File: src/logic/kmac_pkg.sv
// Shared constants and carrier types for the keypad menu access controller.
// Assumes a single 40 MHz clock domain and no software-visible registers.
package kmac_pkg;

  // ****************************************
  // Menu geometry
  // ****************************************
  localparam int unsigned MENU_COLUMNS       = 11;
  localparam logic [3:0]  MENU_LAST          = 4'hA;
  localparam logic [3:0]  MENU_OPERATOR_INFO = 4'h0;
  localparam logic [3:0]  MENU_COMMANDS      = 4'h1;
  localparam logic [3:0]  SUBMENU_LAST_DFLT  = 4'h7;
  localparam logic [3:0]  SUB_PASSWORD       = 4'h1;
  localparam logic [3:0]  SUB_FEEDER_REF     = 4'h2;

  // ****************************************
  // Characters and password
  // ****************************************
  localparam logic [7:0]  CHAR_A             = 8'h41;
  localparam logic [7:0]  CHAR_Z             = 8'h5A;
  localparam logic [7:0]  CHAR_0             = 8'h30;
  localparam logic [7:0]  CHAR_9             = 8'h39;
  localparam logic [31:0] PASSWORD_RESET     = 32'h41414141;
  localparam logic [31:0] FEEDER_REF_RESET   = 32'h41414141;
  localparam logic [1:0]  LAST_CHAR_IDX      = 2'h3;

  // ****************************************
  // Command orders
  // ****************************************
  localparam int unsigned ORDER_COUNT        = 3;
  localparam logic [1:0]  ORDER_CLEAR_ALL    = 2'h0;
  localparam logic [1:0]  ORDER_START        = 2'h1;
  localparam logic [1:0]  ORDER_STOP         = 2'h2;

  // ****************************************
  // Timing
  // ****************************************
  localparam longint unsigned CLK_HZ         = 40000000;
  localparam longint unsigned ACCEPT_MS      = 2000;
  localparam longint unsigned IDLE_S         = 300;
  localparam longint unsigned ACCEPT_CYCLES  = CLK_HZ * ACCEPT_MS / 1000;
  localparam longint unsigned IDLE_CYCLES    = CLK_HZ * IDLE_S;

  // ****************************************
  // Types
  // ****************************************
  typedef enum logic [1:0] {
    SRC_NONE  = 2'h0,
    SRC_KEYS  = 2'h1,
    SRC_FRONT = 2'h3,
    SRC_REAR  = 2'h2
  } kmac_src_t;

  typedef enum logic [3:0] {
    ST_DEFAULT = 4'h0,
    ST_MENU    = 4'h1,
    ST_SUB     = 4'h3,
    ST_PW      = 4'h2,
    ST_PW_OK   = 4'h6,
    ST_EDIT    = 4'h7,
    ST_CONFIRM = 4'h5,
    ST_REF     = 4'h4
  } kmac_state_t;

  typedef struct packed {
    logic up;
    logic down;
    logic left;
    logic right;
    logic enter;
    logic clear;
  } kmac_keys_t;

  typedef struct packed {
    logic        req;
    logic [31:0] value;
  } kmac_wr_t;

  typedef struct packed {
    logic clear_leds;
    logic clear_alarms;
    logic clear_counters;
    logic clear_records;
    logic clear_measures;
    logic release_latches;
    logic start_motor;
    logic stop_motor;
  } kmac_orders_t;

  typedef struct packed {
    logic [31:0] value;
    logic [1:0]  src;
    logic        req;
  } kmac_serial_t;

endpackage

File: src/logic/kmac_key_sync.sv
// Two-flop synchroniser and rising-edge pulse for the keypad lines.
// Assumes raw key levels come from pins, asynchronous to clock_i.
`timescale 1ns/1ps
module kmac_key_sync
  import kmac_pkg::*;
#(
  parameter int unsigned WIDTH = 6
) (
  // Clock and reset
  input  wire logic             clock_i,
  input  wire logic             sys_rst_i,
  // Raw levels and pulses
  input  wire logic [WIDTH-1:0] raw_i,
  output logic      [WIDTH-1:0] press_o
);

  typedef struct packed {
    logic [WIDTH-1:0] meta;
    logic [WIDTH-1:0] sync;
    logic [WIDTH-1:0] last;
  } kmac_sync_state_t;

  kmac_sync_state_t st_r;
  kmac_sync_state_t st_nxt;

  always_comb begin
    st_nxt      = st_r;
    st_nxt.meta = raw_i;
    st_nxt.sync = st_r.meta;
    st_nxt.last = st_r.sync;
  end

  always_ff @(posedge clock_i or posedge sys_rst_i) begin
    if (sys_rst_i) begin
      st_r <= '0;
    end else begin
      st_r <= st_nxt;
    end
  end

  // Only settled copies feed the edge detector
  assign press_o = st_r.sync & ~st_r.last;

endmodule

File: src/logic/kmac_top.sv
// Keypad menu navigation, password session and parameter write gate.
// Assumes keypad pins are raw levels; serial requests are clock-synchronous.
//
// How it works
// - Eleven top-level menu columns, some with submenus
// - Down enters menus, left/right step columns
// - Up in a main menu returns default
// - Alarm message overrides default value display
// - Up/down move between submenus within menu
// - Reads free; changes need correct password
// - Four capital letters, factory AAAA, changeable
// - Letter entry: up/down scroll, enter advances
// - Password OK shown, back after two seconds
// - Edit: scroll values, enter next, commit last
// - Five idle minutes end the session
// - Writes only from session-opening interface
// - Keys session blocks both serial ports
// - Clear during edit restores old value
// - Command menu holds exactly three orders
// - Orders act only after confirm_prompt
// - Clear-all clears; latches release without fault
// - Access via keys, front port, rear port
// - Change without session prompts for password
// - Stores four-character feeder reference
`timescale 1ns/1ps
module kmac_top
  import kmac_pkg::*;
#(
  parameter longint unsigned IDLE_LIMIT   = IDLE_CYCLES,
  parameter longint unsigned ACCEPT_LIMIT = ACCEPT_CYCLES,
  parameter logic [3:0]      SUB_LAST     = SUBMENU_LAST_DFLT
) (
  // Clock and reset
  input  wire logic         clock_i,
  input  wire logic         sys_rst_i,
  // Keypad pins (raw levels)
  input  wire kmac_keys_t   keys_i,
  // Alarm status
  input  wire logic         alarm_i,
  input  wire logic         fault_present_i,
  // Cell value being edited
  input  wire logic [31:0]  cell_value_i,
  // Serial write requests
  input  wire kmac_serial_t serial_i,
  output logic              serial_ack_o,
  output logic              serial_nak_o,
  // Display and menu position
  output logic              show_alarm_o,
  output logic              show_default_o,
  output logic              show_pw_prompt_o,
  output logic              show_pw_ok_o,
  output logic              show_confirm_o,
  output logic              editing_o,
  output logic [3:0]        menu_col_o,
  output logic [3:0]        sub_idx_o,
  output logic [1:0]        char_idx_o,
  output logic [31:0]       edit_value_o,
  // Session
  output logic              unlocked_o,
  output logic [1:0]        session_src_o,
  // Parameter write
  output kmac_wr_t          param_wr_o,
  output logic [31:0]       feeder_ref_o,
  // Orders
  output kmac_orders_t      orders_o
);

  // ****************************************
  // Helpers
  // ****************************************
  function automatic logic [7:0] char_step(input logic [7:0] c, input logic up, input logic alnum);
    logic [7:0] r;
    r = c;
    if (up) begin
      if (c == CHAR_Z)
        r = alnum ? CHAR_0 : CHAR_A;
      else if (c == CHAR_9)
        r = CHAR_A;
      else
        r = c + 8'h01;
    end else begin
      if (c == CHAR_A)
        r = alnum ? CHAR_9 : CHAR_Z;
      else if (c == CHAR_0)
        r = CHAR_Z;
      else
        r = c - 8'h01;
    end
    return r;
  endfunction

  function automatic logic [31:0] put_char(input logic [31:0] w, input logic [1:0] i,
                                           input logic [7:0] c);
    logic [31:0] r;
    r = w;
    r[8*(3-i) +: 8] = c;
    return r;
  endfunction

  // ****************************************
  // Key synchroniser
  // ****************************************
  logic [5:0] press;
  kmac_keys_t key;

  kmac_key_sync #(
    .WIDTH (6)
  ) u_sync (
    .clock_i   (clock_i),
    .sys_rst_i (sys_rst_i),
    .raw_i     (keys_i),
    .press_o   (press)
  );

  assign key = kmac_keys_t'(press);

  // ****************************************
  // State
  // ****************************************
  typedef struct packed {
    kmac_state_t  fsm;
    kmac_state_t  ret;
    logic [3:0]   col;
    logic [3:0]   sub;
    logic [1:0]   cidx;
    logic [31:0]  pw;
    logic [31:0]  pw_try;
    logic [31:0]  edit;
    logic [31:0]  saved;
    logic [31:0]  ref_id;
    logic         pw_change;
    logic [1:0]   order;
    kmac_src_t    src;
    logic [38:0]  idle;
    logic [26:0]  acc;
    kmac_wr_t     wr;
    kmac_orders_t ord;
    logic         s_ack;
    logic         s_nak;
  } kmac_state_vec_t;

  kmac_state_vec_t st_r;
  kmac_state_vec_t st_nxt;

  logic any_key;
  logic unlocked;
  logic in_cmd_menu;

  assign any_key     = |press;
  assign unlocked    = (st_r.src != SRC_NONE);
  assign in_cmd_menu = (st_r.col == MENU_COMMANDS);

  always_comb begin
    st_nxt     = st_r;
    st_nxt.wr  = '0;
    st_nxt.ord = '0;
    st_nxt.s_ack = 1'b0;
    st_nxt.s_nak = 1'b0;

    // ****************************************
    // Session timer
    // ****************************************
    if (unlocked) begin
      if (st_r.src == SRC_KEYS && any_key) begin
        st_nxt.idle = '0;
      end else if (st_r.idle >= 39'(IDLE_LIMIT - 1)) begin
        st_nxt.src  = SRC_NONE;
        st_nxt.idle = '0;
      end else begin
        st_nxt.idle = st_r.idle + 39'h1;
      end
    end

    // ****************************************
    // Serial write gate
    // ****************************************
    if (serial_i.req) begin
      // Serial ports open their own session on request; a keys session locks them out
      if (serial_i.src == SRC_FRONT || serial_i.src == SRC_REAR) begin
        if (st_r.src == kmac_src_t'(serial_i.src)) begin
          st_nxt.wr.req   = 1'b1;
          st_nxt.wr.value = serial_i.value;
          st_nxt.s_ack    = 1'b1;
          st_nxt.idle     = '0;
        end else if (st_r.src == SRC_NONE && serial_i.value == st_r.pw) begin
          st_nxt.src   = kmac_src_t'(serial_i.src);
          st_nxt.idle  = '0;
          st_nxt.s_ack = 1'b1;
        end else begin
          st_nxt.s_nak = 1'b1;
        end
      end else begin
        st_nxt.s_nak = 1'b1;
      end
    end

    // ****************************************
    // Menu and keypad dialogue
    // ****************************************
    unique case (st_r.fsm)
      ST_DEFAULT: begin
        if (key.down) begin
          st_nxt.fsm = ST_MENU;
          st_nxt.col = '0;
        end
      end
      ST_MENU: begin
        if (key.up) begin
          st_nxt.fsm = ST_DEFAULT;
        end else if (key.right) begin
          st_nxt.col = (st_r.col == MENU_LAST) ? 4'h0 : st_r.col + 4'h1;
        end else if (key.left) begin
          st_nxt.col = (st_r.col == 4'h0) ? MENU_LAST : st_r.col - 4'h1;
        end else if (key.down) begin
          st_nxt.fsm = ST_SUB;
          st_nxt.sub = '0;
        end
      end
      ST_SUB: begin
        if (key.up) begin
          if (st_r.sub == 4'h0)
            st_nxt.fsm = ST_MENU;
          else
            st_nxt.sub = st_r.sub - 4'h1;
        end else if (key.down) begin
          if (st_r.sub != SUB_LAST)
            st_nxt.sub = st_r.sub + 4'h1;
        end else if (key.enter) begin
          if (in_cmd_menu && st_r.sub < 4'(ORDER_COUNT)) begin
            st_nxt.order = st_r.sub[1:0];
            st_nxt.fsm   = ST_CONFIRM;
          end else if (st_r.src != SRC_KEYS) begin
            // Reading is free; a change needs the session first
            st_nxt.fsm    = ST_PW;
            st_nxt.ret    = ST_SUB;
            st_nxt.pw_try = {4{CHAR_A}};
            st_nxt.cidx   = '0;
          end else begin
            st_nxt.pw_change = (st_r.col == MENU_OPERATOR_INFO) && (st_r.sub == SUB_PASSWORD);
            st_nxt.cidx  = '0;
            if (st_r.col == MENU_OPERATOR_INFO && st_r.sub == SUB_FEEDER_REF) begin
              st_nxt.fsm   = ST_REF;
              st_nxt.edit  = st_r.ref_id;
              st_nxt.saved = st_r.ref_id;
            end else begin
              st_nxt.fsm   = ST_EDIT;
              st_nxt.edit  = st_nxt.pw_change ? st_r.pw : cell_value_i;
              st_nxt.saved = st_nxt.edit;
            end
          end
        end
      end
      ST_PW: begin
        if (key.up || key.down) begin
          st_nxt.pw_try = put_char(st_r.pw_try, st_r.cidx,
                                   char_step(st_r.pw_try[8*(3-st_r.cidx) +: 8], key.up, 1'b0));
        end else if (key.clear) begin
          st_nxt.fsm = st_r.ret;
        end else if (key.enter) begin
          if (st_r.cidx != LAST_CHAR_IDX) begin
            st_nxt.cidx = st_r.cidx + 2'h1;
          end else if (st_r.pw_try == st_r.pw && st_r.src == SRC_NONE) begin
            st_nxt.src  = SRC_KEYS;
            st_nxt.idle = '0;
            st_nxt.acc  = '0;
            st_nxt.fsm  = ST_PW_OK;
          end else begin
            st_nxt.fsm = st_r.ret;
          end
        end
      end
      ST_PW_OK: begin
        if (st_r.acc >= 27'(ACCEPT_LIMIT - 1))
          st_nxt.fsm = st_r.ret;
        else
          st_nxt.acc = st_r.acc + 27'h1;
      end
      ST_EDIT, ST_REF: begin
        // Session may end on this very edge; leave edit together with it
        if (st_nxt.src != SRC_KEYS) begin
          st_nxt.fsm = ST_SUB;
        end else if (key.clear) begin
          st_nxt.edit = st_r.saved;
          st_nxt.fsm  = ST_SUB;
        end else if (key.up || key.down) begin
          st_nxt.edit = put_char(st_r.edit, st_r.cidx,
                                 char_step(st_r.edit[8*(3-st_r.cidx) +: 8], key.up,
                                           st_r.fsm == ST_REF));
        end else if (key.enter) begin
          if (st_r.cidx != LAST_CHAR_IDX) begin
            st_nxt.cidx = st_r.cidx + 2'h1;
          end else begin
            st_nxt.fsm = ST_SUB;
            if (st_r.fsm == ST_REF)
              st_nxt.ref_id = st_r.edit;
            else if (st_r.pw_change)
              st_nxt.pw = st_r.edit;
            else begin
              st_nxt.wr.req   = 1'b1;
              st_nxt.wr.value = st_r.edit;
            end
          end
        end
      end
      ST_CONFIRM: begin
        if (key.clear || key.up) begin
          st_nxt.fsm = ST_SUB;
        end else if (key.enter) begin
          st_nxt.fsm = ST_SUB;
          unique case (st_r.order)
            ORDER_CLEAR_ALL: begin
              st_nxt.ord.clear_leds      = 1'b1;
              st_nxt.ord.clear_alarms    = 1'b1;
              st_nxt.ord.clear_counters  = 1'b1;
              st_nxt.ord.clear_records   = 1'b1;
              st_nxt.ord.clear_measures  = 1'b1;
              st_nxt.ord.release_latches = ~fault_present_i;
            end
            ORDER_START: st_nxt.ord.start_motor = 1'b1;
            ORDER_STOP:  st_nxt.ord.stop_motor  = 1'b1;
            default: ;
          endcase
        end
      end
      default: st_nxt.fsm = ST_DEFAULT;
    endcase
  end

  always_ff @(posedge clock_i or posedge sys_rst_i) begin
    if (sys_rst_i) begin
      st_r        <= '0;
      st_r.fsm    <= ST_DEFAULT;
      st_r.ret    <= ST_SUB;
      st_r.src    <= SRC_NONE;
      st_r.pw     <= PASSWORD_RESET;
      st_r.pw_try <= PASSWORD_RESET;
      st_r.ref_id <= FEEDER_REF_RESET;
    end else begin
      st_r <= st_nxt;
    end
  end

  // ****************************************
  // Outputs
  // ****************************************
  // Alarm only replaces the default value, not an open menu
  assign show_alarm_o     = (st_r.fsm == ST_DEFAULT) && alarm_i;
  assign show_default_o   = (st_r.fsm == ST_DEFAULT) && !alarm_i;
  assign show_pw_prompt_o = (st_r.fsm == ST_PW);
  assign show_pw_ok_o     = (st_r.fsm == ST_PW_OK);
  assign show_confirm_o   = (st_r.fsm == ST_CONFIRM);
  assign editing_o        = (st_r.fsm == ST_EDIT) || (st_r.fsm == ST_REF);
  assign menu_col_o       = st_r.col;
  assign sub_idx_o        = st_r.sub;
  assign char_idx_o       = st_r.cidx;
  assign edit_value_o     = (st_r.fsm == ST_PW) ? st_r.pw_try : st_r.edit;
  assign unlocked_o       = unlocked;
  assign session_src_o    = st_r.src;
  assign param_wr_o       = st_r.wr;
  assign feeder_ref_o     = st_r.ref_id;
  assign orders_o         = st_r.ord;
  assign serial_ack_o     = st_r.s_ack;
  assign serial_nak_o     = st_r.s_nak;

endmodule

File: config.mk
export PLATFORM = sky130hd
export DESIGN_NAME = kmac_top
export DESIGN_NICKNAME = d
export VERILOG_FILES = /design/src/logic/kmac_pkg.sv /design/src/logic/kmac_key_sync.sv /design/src/logic/kmac_top.sv
export SDC_FILE = /design/constraint.sdc
export NUM_CORES = 1
export LEC_CHECK = 0
export BUFFER_PORTS_ARGS = -buffer_cell sky130_fd_sc_hd__buf_2
export CORE_ASPECT_RATIO = 1.5
export CORE_MARGIN = 2
export CORE_UTILIZATION = 54
export DETAILED_ROUTE_END_ITERATION = 10
export GPL_ROUTABILITY_DRIVEN = 0
export PLACE_DENSITY = 0.77
export SKIP_CTS_REPAIR_TIMING = 1
export SYNTH_ARGS = -nofsm -noshare
export SYNTH_HDL_FRONTEND = slang
export SYNTH_SLANG_ARGS = --single-unit
File: constraint.sdc
create_clock -name clock_i -period 8.62 [get_ports clock_i]
set_input_delay 0 -clock clock_i [delete_from_list [all_inputs] [get_ports clock_i]]
set_output_delay 0 -clock clock_i [all_outputs]
set_load 0.005 [all_outputs]
==> summary.md <==
| Metric | Value |
|---|---|
| Critical path startpoint | char_idx_o[1]$_DFFE_PP0P_ |
| First-pass GRT wire length | 84500 um |
| Status | finished, violations left |
| Failing checks | negative hold slack |
| Largest area contributor in the netlist | dfrtp_1 |
| Pre-antenna DRT Iters | 9 |
| RSZ-0062 raised after global routing | no |
| Via count | 15300 |
| Gr ovfl total | 0 |
| Post-Synthesis Cells | 1765 |
| Cell Area, Synth | 17510 um^2 |
| Vias per cell | 6.576 |
| Yosys Warn Count | 0 |
| Largest net degree at the start of global routing | 193 |
| Die H | 224.5 um |
| I/O pins | about 200 |
| Share of layout cells above drive strength 1 | 0.2384 |
| Max cap viols | 0 |
| Die Span X | roughly 150 um |
| Gr usage total | 0.3303 |
| Layout Area Growth over Synthesis | 12.56% |
| Async set-or-reset flop fraction in the synthesized netlist | 1.000 |
| Core Region | 31830 um^2 |
| Most frequent cells in the layout | dfrtp_1, buf_2, nand2_1 |
| Maximum vdd drop | 0.0001874 V |
| Syn_area_per_cell | 9.919 um^2 |
| Total power | around 5.7 mW |
| # DRC | 0 |
| Leakage power | between 9 and 10 nW |
| Most common cell after layout, fill and taps aside | dfrtp_1 |
| Fin crit period | between 4000 and 5000 ps |
| Area share of the largest cell type after synthesis | 0.3959 |
| Worst Setup Start Kind | flip-flop |
| Seq/Total Area, Yosys | 0.4320 |
| Register Area | 7564 um^2 |
| CP required | 9030 ps |
| Final Routed Wirelength | 57550 um |
| Port Buf Inserts | just over 200 |
| Fin. Hold Viols | 9 |
| Fmax | 230.9 MHz |
| Clk slew on worst S/H paths | 60 ps |
| Worst-case hold slack | -59.02 ps |
| Worst-Skew Late Latency | 590 ps |
| Hold_sp | cell_value_i[0] |
| Synth cell types | 93 |
| Number of diodes | 0 |
| Num rows | 80 |
| Cts bufs inserted | 30 |
| Flops & latches, synth | 301 |
| Number of enable flip-flop cells after synthesis | 0 |
| Die ar. | 33910 um^2 |
| Fin crit share | 0.5023 |
| Final setup TNS | 0 ps |
| Final antenna-violating net count | 0 |
| Critical path capture point type | flip-flop |
| Routed length per instance | 24.73 um |
| Clk root buf | clkbuf_16 |
| Worst Path Arrival | 4740 ps |
| Top FF cell, synth | dfrtp_1 |
| Top cells by area, synth | dfrtp_1, mux2_2, nand2_1, buf_4, dfstp_2 |
| Post-route cell area | 19710 um^2 |
| Clk sink count | ~300 |
| Area after DPL | 18120 um^2 |
| CTS tree | done |
| Setup Skew | 29.65 ps |
| FF-to-FF Start | char_idx_o[1]$_DFFE_PP0P_ |
| Worst r2r path cells | 7 |
| Initial Utilization | 0.5500 |
| Fin. max-slew vios | 0 |
| Setup violations, final | 0 |
| Area of the multi-input gates | about 9000 um^2 |
| Pwr dens | 291.1 nW/um^2 |
| Initial DRC Count | roughly 1800 |
| Antenna violations before repair | 1 |
| Synth Net Count | 1868 |
| CP Max Fanout | 34 |
| Crit path kind | reg -> reg |
| Number of global-route vias before repair | about 14000 |
| Fillers | 2591 |
| Hpwl dp | just over 40000 um |
| Hold Path Class | in -> reg |
| Slew Limit Headroom | 0.06367 |
| Slew @ Worst Pin | 1394 ps |
| H-tree levels | 1 |
| Hold Path Depth | 4 |
| CTS Buffer Depth | 3 |
| Final net count | around 2000 |
cells by family (layout without fill, tap and decap cells):
group | Yosys count | in the layout | synth area share
AND/OR/NAND/NOR | 606 | 606 | 0.1701
AO/OA/AOI/OAI | 349 | 349 | 0.1410
flip-flops | 301 | 301 | 0.4320
buffers and inverters | 202 | 354 | 0.06747
multiplexers | 154 | 154 | 0.1069
XOR/XNOR | 127 | 127 | 0.06397
adder cells (fa/ha/maj) | 26 | 26 | 0.01858
cell usage after synthesis (27+ instances only):
master	count
mux2_2	104
buf_4	86
inv_1	27
nand4_1	31
dfrtp_1	277
nand3_1	59
o21ai_0	47
a21oi_1	90
xnor2_1	64
nor3_1	29
clkbuf_1	46
xor2_1	62
nand2_1	184
a22o_1	56
nor2_1	164
mux2i_1	35
registers in the layout, summed over array words and instances (netlist names), 4 cells and up:
| signal | flops |
|---|---|
| menu_col_o | 4 |
| st_r | 200 |
| u_sync.st_r | 6 |
| orders_o | 4 |
| sub_idx_o | 4 |
| u_sync.st_nxt | 12 |
| feeder_ref_o | 32 |
| param_wr_o | 33 |
layer usage:
metal  GRT usage  share of wire  routed length [um]  up-vias
met5           0              0                   0        -
met4      0.2147          0.082                4738        0
met3     0.08479           0.10                6014      304
met2      0.5312           0.47               27080     1000
met1      0.3897           0.34               19710     7470
li1            -              -                   -     6528
path summary, 6_finish.rpt:
path,end,slack (ps)
worst max-delay path,st_r[107]$_DFF_PP0_,4290
worst min-delay path,st_r[146]$_DFFE_PP0P_,-60
worst max register to register,st_r[107]$_DFF_PP0_,4290
worst min register to register,u_sync.st_nxt[5]$_DFF_PP0_,350
max in group asynchronous,param_wr_o[7]$_DFF_PP0_,6970
min in group asynchronous,param_wr_o[18]$_DFF_PP0_,130
through the flow:
stage,utilization,std cells,worst slack [ps]
after floorplan,-,1765,342.1
after global placement,0.5692,2219,4685
after detailed placement,0.5692,2219,4423
after CTS,0.6027,2275,4384
after global routing,0.6191,2327,4060
final,0.6191,2327,4290
report_power, final:
| group | switching (mW) | leakage (nW) | internal (mW) | total [mW] |
|---|---|---|---|---|
| Sequential | 0.488 | 3.89 | 1.64 | 2.13 |
| Combinational | 1.30 | 4.83 | 0.891 | 2.19 |
| Clock | 0.593 | 0.517 | 0.820 | 1.41 |
| Total | 2.38 | 9.24 | 3.35 | 5.74 |
critical path, cell delays in order, from the launching register on:
cell and delay [ps]:
dfrtp_1 1090, ha_1 550, nand4_1 280, nor2_1 300, and4bb_2 750, a31oi_1 390
o21ai_2 610, nor2_1 160
area by class of cell:
type,instances,share of cell area
multi-input combinational,1262,0.4463
sequential,301,0.3838
timing repair buffer,268,0.08369
clock buffer,36,0.04076
tap,410,0.02603
clock inverter,20,0.01333
inverter,30,0.006096
Power figures use the tool's default switching activity.
